<file path="config.mk">
export PLATFORM = sky130hd
export DESIGN_NAME = pms_power_mode_sequencer
export DESIGN_NICKNAME = d
export VERILOG_FILES = /design/src/hw/pms_sync.v /design/src/hw/pms_power_mode_sequencer.v
export VERILOG_INCLUDE_DIRS = /design/src /design/src/pkg
export SDC_FILE = /design/constraint.sdc
export NUM_CORES = 1
export LEC_CHECK = 0
export BUFFER_PORTS_ARGS = -buffer_cell sky130_fd_sc_hd__buf_2
export CELL_PAD_IN_SITES_DETAIL_PLACEMENT = 1
export CELL_PAD_IN_SITES_GLOBAL_PLACEMENT = 1
export CORE_ASPECT_RATIO = 0.5
export CORE_MARGIN = 4
export CORE_UTILIZATION = 40
export DETAILED_ROUTE_END_ITERATION = 6
export HOLD_SLACK_MARGIN = 0.15
export PLACE_DENSITY_LB_ADDON = 0.1
export RECOVER_POWER = 50
export SLEW_MARGIN = 10
export SYNTH_ARGS = -nofsm -noshare
export SYNTH_HDL_FRONTEND = slang
export SYNTH_HIERARCHICAL = 1
export SYNTH_SLANG_ARGS = --single-unit
</file>
<file path="constraint.sdc">
create_clock -name ref_clk -period 2 [get_ports ref_clk]
set_input_delay 0.2 -clock ref_clk [delete_from_list [all_inputs] [get_ports ref_clk]]
set_output_delay 0.2 -clock ref_clk [all_outputs]
set_load 0.02 [all_outputs]
</file>
<file path="src/pkg/pms_consts.vh">
`ifndef PMS_CONSTS_VH
`define PMS_CONSTS_VH

// Mode encoding
`define PMS_MODE_SLEEP 2'h0
`define PMS_MODE_ON 2'h1
`define PMS_MODE_LIMP 2'h2

// Reset values
`define PMS_CTRL_RST 8'h00
`define PMS_OUT_RST 8'h00

// Two-flop synchroniser depth
`define PMS_SYNC_STAGES 2

`endif

</file>
<file path="src/hw/pms_sync.v">
`timescale 1ns/1ps
`default_nettype none
// Two-flop synchroniser for asynchronous level inputs
module pms_sync #(
  parameter WIDTH = 1
) (
  // Clock and reset
  input wire ref_clk,
  input wire resetn,
  // Data
  input wire [WIDTH-1:0] async_in,
  output wire [WIDTH-1:0] sync_out
);
  reg [WIDTH-1:0] meta_q;
  reg [WIDTH-1:0] sync_q;

  always @(posedge ref_clk or negedge resetn) begin
    if (!resetn) begin
      meta_q <= {WIDTH{1'b0}};
      sync_q <= {WIDTH{1'b0}};
    end else begin
      meta_q <= async_in;
      sync_q <= meta_q;
    end
  end

  assign sync_out = sync_q;
endmodule // pms_sync
`default_nettype wire

</file>
<file path="src/hw/pms_power_mode_sequencer.v">
`timescale 1ns/1ps
`default_nettype none
`include "pms_consts.vh"
module pms_power_mode_sequencer #(
  parameter CH = 8
) (
  // Clock and reset
  input wire ref_clk,
  input wire resetn,
  // Supply monitors (asynchronous levels)
  input wire vbb_ok,
  input wire vdd_ok,
  // Limp home pin (asynchronous level)
  input wire limp_home_input,
  // Decoded serial command, one-cycle strobe in ref_clk domain
  input wire cmd_valid,
  input wire wake_command_bit,
  input wire standby_command_bit,
  input wire [CH-1:0] cmd_ctrl,
  // Limp home output pattern
  input wire [CH-1:0] limp_pattern,
  // Serial shift path
  input wire spi_sclk_rise,
  input wire spi_si,
  output reg spi_so,
  // Status and outputs
  output reg [1:0] mode,
  output reg [CH-1:0] ctrl_bank,
  output reg [CH-1:0] chan_out,
  output wire shift_active
);
  ////////////////////////////////////////////////////////////////////////////
  wire vbb_s;
  wire vdd_s;
  wire limp_s;

  pms_sync #(.WIDTH(3)) u_sync (
    .ref_clk(ref_clk),
    .resetn(resetn),
    .async_in({vbb_ok, vdd_ok, limp_home_input}),
    .sync_out({vbb_s, vdd_s, limp_s})
  );

  ////////////////////////////////////////////////////////////////////////////
  reg [1:0] mode_q;
  reg [1:0] mode_d;
  reg [CH-1:0] ctrl_q;
  reg [CH-1:0] ctrl_d;
  reg [CH-1:0] shift_q;
  reg [CH-1:0] shift_d;
  // Commands only act while the logic supply lets the serial port work
  wire cmd_ok = cmd_valid & vdd_s;

  always @* begin
    mode_d = mode_q;
    ctrl_d = ctrl_q;
    if (!vbb_s) begin
      // Battery undervoltage: mode and configuration back to defaults
      mode_d = `PMS_MODE_SLEEP;
      ctrl_d = `PMS_CTRL_RST;
    end else begin
      case (mode_q)
        `PMS_MODE_SLEEP: begin
          if (limp_s) begin
            mode_d = `PMS_MODE_LIMP;
          end else if (cmd_ok && wake_command_bit && !standby_command_bit) begin
            mode_d = `PMS_MODE_ON;
          end
        end
        `PMS_MODE_ON: begin
          if (limp_s) begin
            mode_d = `PMS_MODE_LIMP;
          end else if (cmd_ok && standby_command_bit) begin
            // Standby wins over wake if both set
            mode_d = `PMS_MODE_SLEEP;
            ctrl_d = `PMS_CTRL_RST;
          end else if (cmd_ok) begin
            ctrl_d = cmd_ctrl;
          end
          // No command: configuration simply held, also during cranking
        end
        `PMS_MODE_LIMP: begin
          if (!limp_s) begin
            mode_d = `PMS_MODE_SLEEP;
            ctrl_d = `PMS_CTRL_RST;
          end
        end
        default: begin
          mode_d = `PMS_MODE_SLEEP;
          ctrl_d = `PMS_CTRL_RST;
        end
      endcase
    end
  end

  always @(posedge ref_clk or negedge resetn) begin
    if (!resetn) begin
      mode_q <= `PMS_MODE_SLEEP;
      ctrl_q <= `PMS_CTRL_RST;
    end else begin
      mode_q <= mode_d;
      ctrl_q <= ctrl_d;
    end
  end

  ////////////////////////////////////////////////////////////////////////////
  // Shift path depends on the logic supply only
  assign shift_active = vdd_s;

  always @* begin
    shift_d = shift_q;
    if (vdd_s && spi_sclk_rise) begin
      shift_d = {shift_q[CH-2:0], spi_si};
    end
  end

  always @(posedge ref_clk or negedge resetn) begin
    if (!resetn) begin
      shift_q <= {CH{1'b0}};
      spi_so <= 1'b0;
      mode <= `PMS_MODE_SLEEP;
      ctrl_bank <= `PMS_CTRL_RST;
      chan_out <= `PMS_OUT_RST;
    end else begin
      shift_q <= shift_d;
      // Daisy chain out: MSB leaves first
      spi_so <= vdd_s ? shift_q[CH-1] : 1'b0;
      mode <= mode_q;
      ctrl_bank <= ctrl_q;
      // Outputs follow stored configuration (limp_pattern in limp home mode), not the logic supply
      case (mode_q)
        `PMS_MODE_ON: chan_out <= ctrl_q;
        `PMS_MODE_LIMP: chan_out <= limp_pattern;
        default: chan_out <= `PMS_OUT_RST;
      endcase
    end
  end
endmodule // pms_power_mode_sequencer
`default_nettype wire

</file>
# After elaboration in Yosys (flattened, before gate mapping)
# Cells that the tools add are included.
[totals]
out_inout_bits = 20
regBits = 43
elab_cells = 41
in_bits = 26
[classes]
reduce_logical = 8
n_mux = 15
n_bitwise = 1
n_eq_ne = 8
[op_table]
columns = ["op", "count"]
rows = [
  ["$mux W8", 5],
  ["$pmux W8 S3", 1],
  ["$pmux W8 S2", 1],
  ["$mux W2", 6],
  ["$ne A4 B4 Y1 const B", 3],
  ["$ne A3 B3 Y1 const B", 2],
  ["$pmux W2 S3", 1],
  ["$logic_and A1 B1 Y1", 4],
  ["$reduce_and A4 Y1", 1],
  ["$reduce_and A3 Y1", 1],
  ["$eq A2 B1 Y1 const B", 1],
  ["$eq A2 B2 Y1 const B", 1],
  ["$logic_not A2 Y1", 1],
  ["$ne A2 B2 Y1 const B", 1],
  ["$and A1 B1 Y1", 1],
  ["$logic_not A1 Y1", 1],
  ["$mux W1", 1],
]

# Logic depth before layout (Yosys ltp)
# Gate-level depths: netlist (run 1).
[depth]
depth_word = 7
depth_mapped = 6
depth_no_buf = 5

# By module
# The synthesis (run 1) kept the hierarchy.
[modules_own_cells]
columns = ["mod", "instances", "seq_area_each_um2", "area_each_um2", "cells_per_inst"]
rows = [
  ["pms_power_mode_sequencer", 1, 925.9, 1472.7, 104],
  ["pms_sync", 1, 150.1, 150.1, 6],
]

# Worst setup path before layout (run 1)
# Ideal clock, no wire load.
[synth_path]
path_type = "reg-to-reg"
from = "reg mode_q[0]"
to = "reg ctrl_q[0]"
t_required_ns = 1.875
path_slack_ns = 0.226
setup_ns = 0.125
path_buffers = 1
period_less_slack_ns = 1.774
arrival_ns = 1.649
path_stages_with_launch = 6
path_cell_list = "dfrtp_1 -> ha_1 -> and2_1 -> buf_6 -> a221oi_4 -> mux2_2"
[synth_via]
elab_chain_cells = 3
elab_cells_between_ends = 10
classes_between = "eq/ne: 6; mux: 2; reduce/logical: 2"
[synth_lines]
columns = ["element", "line", "source"]
rows = [
  ["from (decl)", "pms_power_mode_sequencer.v:45", "reg [1:0] mode_q;"],
  ["from (signal assigned)", "pms_power_mode_sequencer.v:98", "mode_q <= `PMS_MODE_SLEEP;"],
  ["from (signal assigned)", "pms_power_mode_sequencer.v:101", "mode_q <= mode_d;"],
  ["$eq A2 B1 Y1, or another cell as far along", "pms_power_mode_sequencer.v:62", "case (mode_q)"],
  ["$ne A4 B4 Y1 (no line), or another cell as far along", "-", ""],
  ["$reduce_and A4 Y1 (no line) / $mux W8 (equally long branches)", "-", ""],
  ["to (signal assigned)", "pms_power_mode_sequencer.v:99", "ctrl_q <= `PMS_CTRL_RST;"],
  ["to (signal assigned)", "pms_power_mode_sequencer.v:102", "ctrl_q <= ctrl_d;"],
  ["to (decl)", "pms_power_mode_sequencer.v:47", "reg [CH-1:0] ctrl_q;"],
]
# Parallel ways exist; a longest one is shown, timed or not.
# A chain may end at the register's enable or synchronous reset.

# Worst setup path in the final report (run 1)
[layout_path]
from = "reg mode_q[0]"
to = "reg ctrl_q[3]"
# Same word-level chain as after synthesis.

==> results of run 1 <==
==> registers in the layout, summed over array words and instances, names as in the netlist <==
| signal | cells |
|---|---|
| mode_q | 2 |
| ctrl_bank | 8 |
| chan_out | 8 |
| u_sync/sync_out | 3 |
| mode | 2 |
| spi_so | 1 |
| ctrl_q | 8 |
| shift_q | 8 |
| u_sync/meta_q | 3 |
==> metrics by stage <==
step / instance area (um2) / power, mW
detailed placement: 1930 / 1.24
floorplan: 1620 / 1.14
global placement: 1930 / 1.23
global route: 2080 / 1.97
finish: 2080 / 1.87
CTS: 2080 / 1.90
==> worst paths after layout <==
check,startpoint,endpoint,depth (start not counted)
worst max-delay path,mode_q[0],ctrl_q[3],5
worst min-delay path,limp_pattern[0],chan_out[0],3
worst max register to register,mode_q[0],ctrl_q[3],5
worst min register to register,u_sync/meta_q[1],u_sync/sync_out[1],0
max in group asynchronous,resetn,mode_q[0],3
min in group asynchronous,resetn,chan_out[5],3
==> cells by family after synthesis <==
group                      share of synthesized area, %
buffers and inverters                              1.62
muxes                                              11.1
and+or+nand+nor                                    10.3
adders and majority gates                          2.31
DFF                                                66.3
AOI/OAI and AO/OA                                  8.33
==> metal layers <==
layer  routed length (um)  track usage (%)  vias up
met4                   48             5.52        0
met3                  228             5.00        5
met2                 1600             24.7       31
met1                 1520             17.7      535
met5                    0                0        -
li1                     -                -      508
==> cell usage in the layout, fill, tap and decap left out <==
| master | instances |
|---|---|
| clkbuf_2 | 1 |
| buf_4 | 3 |
| o221ai_1 | 1 |
| a32oi_1 | 1 |
| bufinv_16 | 1 |
| a221oi_4 | 1 |
| and2_1 | 2 |
| o32ai_1 | 1 |
| mux2_2 | 16 |
| dfrtp_1 | 43 |
| a21oi_1 | 1 |
| nor2b_1 | 9 |
| clkbuf_8 | 5 |
| buf_2 | 45 |
| nor3_1 | 1 |
| nand3_1 | 1 |
| and3_1 | 8 |
| nand4b_1 | 1 |
| ha_1 | 3 |
| a22oi_1 | 8 |
| dlygate4sd3_1 | 5 |
| nand4bb_1 | 1 |
| clkbuf_1 | 1 |
| nand2_1 | 5 |
| a21o_1 | 1 |
| inv_1 | 2 |
| o211a_1 | 1 |
==> worst max-delay path, cell delays in order, from the launching register on <==
cell      delay, ps
dfrtp_1         410
inv_1            80
ha_1            210
o211a_1         240
a221oi_4        420
mux2_2          390
==> final cells by class <==
cell class | count | share of cell area, %
clock buffers | 6 | 3.49
clock inverters | 1 | 1.45
inverters | 2 | 0.361
multi-input cells | 62 | 25.1
flip-flops and latches | 43 | 51.8
well taps | 54 | 3.25
repair buffers | 54 | 14.6
==> report_power, final <==
part	total [mW]	switching [mW]	internal [mW]	leakage [nW]
clock network	0.644	0.278	0.366	0.0513
logic	0.233	0.111	0.122	0.466
registers	0.997	0.0433	0.953	0.568
==> results by group, run 1 <==
Floorplanning
  – Initial Util: between 40% and 50%
  – Core area: ~0.004 mm2
  – FP Rows: 16
  – Die height: 53.0 um
  – Die area: 0.00520 mm2
  – Io pins: 46
  – Width of the chip: 98.1 um

Finish
  – Share of cells above drive strength 1: a little over two fifths
  – Final core occ: 53.2%
  – Number of diodes: 0
  – Multi-input gate area: 520 um2
  – Nets: around 200
  – Non-filler cells, final: between 200 and 250
  – Area Growth Syn to Fin: 28.0%
  – Filler Cell Count: just over 400
  – FF+latch area: approximately 0.0011 mm2

Timing
  – Fin Clk Skew: approximately 5.7 ps
  – Worst-Margin Slew: roughly 1000 ps
  – Setup WS post-layout: 134 ps
  – Fin Hold WS: approximately 200 ps
  – Crit path time final: approximately 1900 ps
  – F_max: approximately 540 MHz
  – Setup TNS: 0 ps
  – Tcrit/Tclk final: just over 90%
  – Slew Limit Fails: 0
  – Setup violations, final: 0
  – Relative slew slack: 31.0%
  – Final Hold Viols: 0
  – RSZ-0062 raised after global routing: false

Critical path
  – Crit path max fanout: 8
  – Crit path arrival time: a little over 2000 ps
  – Register-to-register setup slack: around 130 ps
  – Required @ worst endpoint: approximately 2200 ps
  – CP Launch Type: flop
  – WS Path Type: reg2reg
  – Crit. End Element: flop

Clock network
  – H-tree depth: 2
  – Max Buffers Root-to-Sink: 2
  – CTS tree: built
  – Reg clk slew, reported paths: ~80 ps
  – CTS Hold Bufs: 5
  – Post-cts sizing count: 0
  – Buffer count from post-CTS setup fixing: 0
  – CTS Buf Count: 5
  – Clock latency on the worst-skew pair: slightly below 300 ps
  – Root buffer cell: clkbuf_8
  – Sink Count: 43

Pwr
  – Leak pwr: approximately 1.1 nW
  – Peak VDD IR: around 520 uV
  – Cell Pwr Density: roughly 900 mW/mm2

Global routing
  – First-pass GRT wire length: roughly 5700 um
  – Initial antenna violation count: 0
  – Largest net degree at the start of global routing: between 40 and 50
  – Vias in the first global route: ~1200
  – GR Util All Layers: around 15%
  – Grt ovf: 0

Yosys
  – Post-Syn Instances: 110
  – Synth top area share: about two thirds
  – Synth area leaders: dfrtp_1 (66%), mux2_2 (11%), a22oi_1 (3.7%)
  – Post-synth EDFFs: 0
  – Seq cells post-synth: 43
  – Mapped cell area: 0.00162 mm2
  – Primary FF master, synth: dfrtp_1
  – Synth cell count leaders: dfrtp_1 (43), mux2_2 (16), nor2b_1 (9), a22oi_1 (8), and3_1 (8)
  – Post-synth ARST share: 100%
  – Yosys top cell by area: dfrtp_1
  – Top-count cell post-synth: dfrtp_1
  – Sequential share of the synthesized area: around two thirds
  – Post-Syn Nets: between 100 and 150
  – Yosys warnings: 6
  – Syn avg cell area: about 15 um2
  – Synth unique cells: 22

Placement
  – DP HPWL: between 2000 and 2500 um
  – Final weighted congestion of routability-driven global placement: 0.714
  – Place WS: approximately 120 ps
  – Port-buffer cells: 45
  – DP Cell Count: 210

Outcome
  – Status: finished, final reports clean

Worst hold path
  – Type of the most critical hold path: in2reg

Routing
  – 1st-pass router iterations: 2
  – Antenna Violating Nets Remaining: 0
  – DRT Wirelength: 3400 um
  – Residual DRC: 0
  – Vias per cell: 4.86
  – Via count: 1079
  – Drt initial violations: 21
  – Wire per inst: ~15 um

Flow run
  – Total of max-cap violations: 0
No activity file was read; power rests on OpenSTA's default activity.
==> run 2: changes to the inputs <==
CORE_UTILIZATION = 43   (was 40)
CTS_BUF_LIST = sky130_fd_sc_hd__clkbuf_8   (was not set)
==> results by group, run 2 (synthesis gave the netlist of run 1 again) <==
Critical path
  – Required @ worst endpoint: 2170 ps (about the same)
  – R2r worst-path depth: 5 (unchanged)
  – Register-to-register setup slack: 130 ps (about the same)
  – Crit path arrival time: 2040 ps (about the same)
  – WS Path Type: reg2reg
  – Crit. End Element: flop
  – CP Launch Type: flop
  – Setup crit start: mode_q[1]
  – Crit path max fanout: 8 (unchanged)
  – FF-to-FF Start: mode_q[1]
  – Reg2reg end: ctrl_q[2]
  – End of the critical path: ctrl_q[2]

Outcome
  – Status: finished, final reports clean

Global routing
  – Vias in the first global route: 1118 (-3.4%)
  – GR Util All Layers: 15.3% (+0.64 points)
  – First-pass GRT wire length: 5420 um (-5.1%)
  – Largest net degree at the start of global routing: 44 (unchanged)
  – Grt ovf: 0 (unchanged)
  – Initial antenna violation count: 0 (unchanged)

Timing
  – F_max: 535 MHz (-0.21%)
  – Slew Limit Fails: 0 (unchanged)
  – Tcrit/Tclk final: 93.5% (+0.20 points)
  – Relative slew slack: 31.8% (+0.83 points)
  – Setup violations, final: 0 (unchanged)
  – Final Hold Viols: 0 (unchanged)
  – Crit path time final: 1870 ps (+3.91 ps)
  – Worst-Margin Slew: 1020 ps (-12.5 ps)
  – RSZ-0062 raised after global routing: false
  – Setup TNS: 0 ps (unchanged)
  – Fin Clk Skew: 5.61 ps (-0.0748 ps)

Pwr
  – Sequential Power Share: 57.5% (+4.3 points)
  – Cell Pwr Density: 843 mW/mm2 (-6.6%)
  – Net Sw Power: 0.419 mW (-3.0%)
  – Switching part of the total: 24.2% (+1.2 points)
  – Peak VDD IR: 601 uV (+16%)
  – Int Pwr: 1.31 mW (-9.1%)
  – Logic pwr share: 13.2% (+0.8 points)
  – Leak pwr: 1.08 nW (about the same)
  – Clk pwr share: 29.3% (-5.1 points)
  – Total Power: 1.73 mW (-7.7%)

Floorplanning
  – Io pins: 46 (unchanged)
  – Width of the chip: 94.9 um (-3.3%)
  – Die area: 0.00488 mm2 (-6.2%)
  – Core area: 0.00353 mm2 (-9.6%)
  – FP Rows: 15 (-1)
  – Initial Util: 46.0% (+4.4 points)
  – Die height: 51.4 um (-3.0%)

Clock network
  – H-tree depth: 2 (unchanged)
  – CTS tree: built
  – Reg clk slew, reported paths: 70 ps (about the same)
  – Clock latency on the worst-skew pair: 290 ps (about the same)
  – CTS Buf Count: 5 (unchanged)
  – Max Buffers Root-to-Sink: 2 (unchanged)
  – Root buffer cell: clkbuf_8
  – Sink Count: 43 (unchanged)

Flow run
  – Total of max-cap violations: 0 (unchanged)

Finish
  – Number of diodes: 0 (unchanged)
  – Most frequent cells in the layout: buf_2 (45), dfrtp_1 (43), mux2_2 (16)
  – Non-filler cells, final: 220 (-0.90%)
  – Most common cell after layout, fill and taps aside: buf_2
  – Share of cells above drive strength 1: 42.6% (-0.25 points)
  – Nets: 197 (unchanged)
  – Area Growth Syn to Fin: 26.4%
  – Final instance area: 0.00205 mm2 (-1.2%)

Routing
  – Drt initial violations: 26 (+24%)
  – Antenna Violating Nets Remaining: 0 (unchanged)
  – Residual DRC: 0 (unchanged)
  – Wire per inst: 14.7 um (-3.8%)
  – Via count: 1057 (-2.0%)
  – 1st-pass router iterations: 4 (+2)
  – Vias per cell: 4.80 (-1.1%)
  – DRT Wirelength: 3240 um (-4.6%)

Worst hold path
  – Type of the most critical hold path: in2reg

Placement
  – Final weighted congestion of routability-driven global placement: 0.794 (+11%)
  – DP HPWL: 2320 um (-2.8%)
  – Port-buffer cells: 45 (unchanged)
  – DP Cell Count: 207 (-1.4%)
  – Post-DP Area: 0.00192 mm2 (-0.20%)
run 2: how the worst min path moves through the flow:
stage | slack, ps | from | endpoint | depth (start not counted)
6_report | 180 | limp_pattern[6] | chan_out[6] | 3
2_1_floorplan | -100 | resetn | chan_out[0] | 0
4_1_cts | 170 | limp_pattern[6] | chan_out[6] | 3
5_1_grt | 180 | limp_pattern[6] | chan_out[6] | 3
3_5_place_dp | 300 | resetn | chan_out[5] | 2
3_3_place_gp | 300 | resetn | chan_out[5] | 2
run 2: area by class of cell:
class / instances / area, um2
multi-input cells: 62 / 520
clock inverters: 3 / 12.5
clock buffers: 5 / 68.8
repair buffers: 54 / 303
fillers: 372 / 1480
flip-flops and latches: 43 / 1080
well taps: 51 / 63.8
inverters: 2 / 7.51
run 2: what timing repair did:
action	4_1_cts	5_1_grt
setup buffers	0	0
resized for setup	0	0
endpoints found under the hold margin	47	0
hold buffers	5	0
run 2: power groups by stage:
stage	combinational [mW]	sequential (mW)	clock [mW]
final	0.228	0.995	0.507
after global routing	0.257	1.01	0.572
after CTS	0.234	0.994	0.522
after detailed placement	0.225	1.01	0
after global placement	0.219	1.01	0
after floorplan	0.126	1.02	0
run 2: stage by stage:
stage	worst slack (ps)	hold slack, ps	utilization (%)
2_1_floorplan	226	-95.6	-
3_3_place_gp	184	296	54.5
3_5_place_dp	131	296	54.5
4_1_cts	128	173	58.2
5_1_grt	43.5	180	58.2
6_report	130	179	58.2
run 2: worst max-delay path, stage by stage, from the launching register on:
cell      delay (ps)
dfrtp_1          370
inv_1             90
ha_1             230
o211a_1          260
a221oi_4         410
mux2_2           400
run 2: routing by layer:
layer	share of wire, %	wire length, um	vias up	track usage, %
met5	0	0	-	0
met4	1.2	38	0	6.46
met3	6.3	204	4	5.59
met2	47	1530	28	24.2
met1	45	1470	516	19.0
li1	-	-	509	-
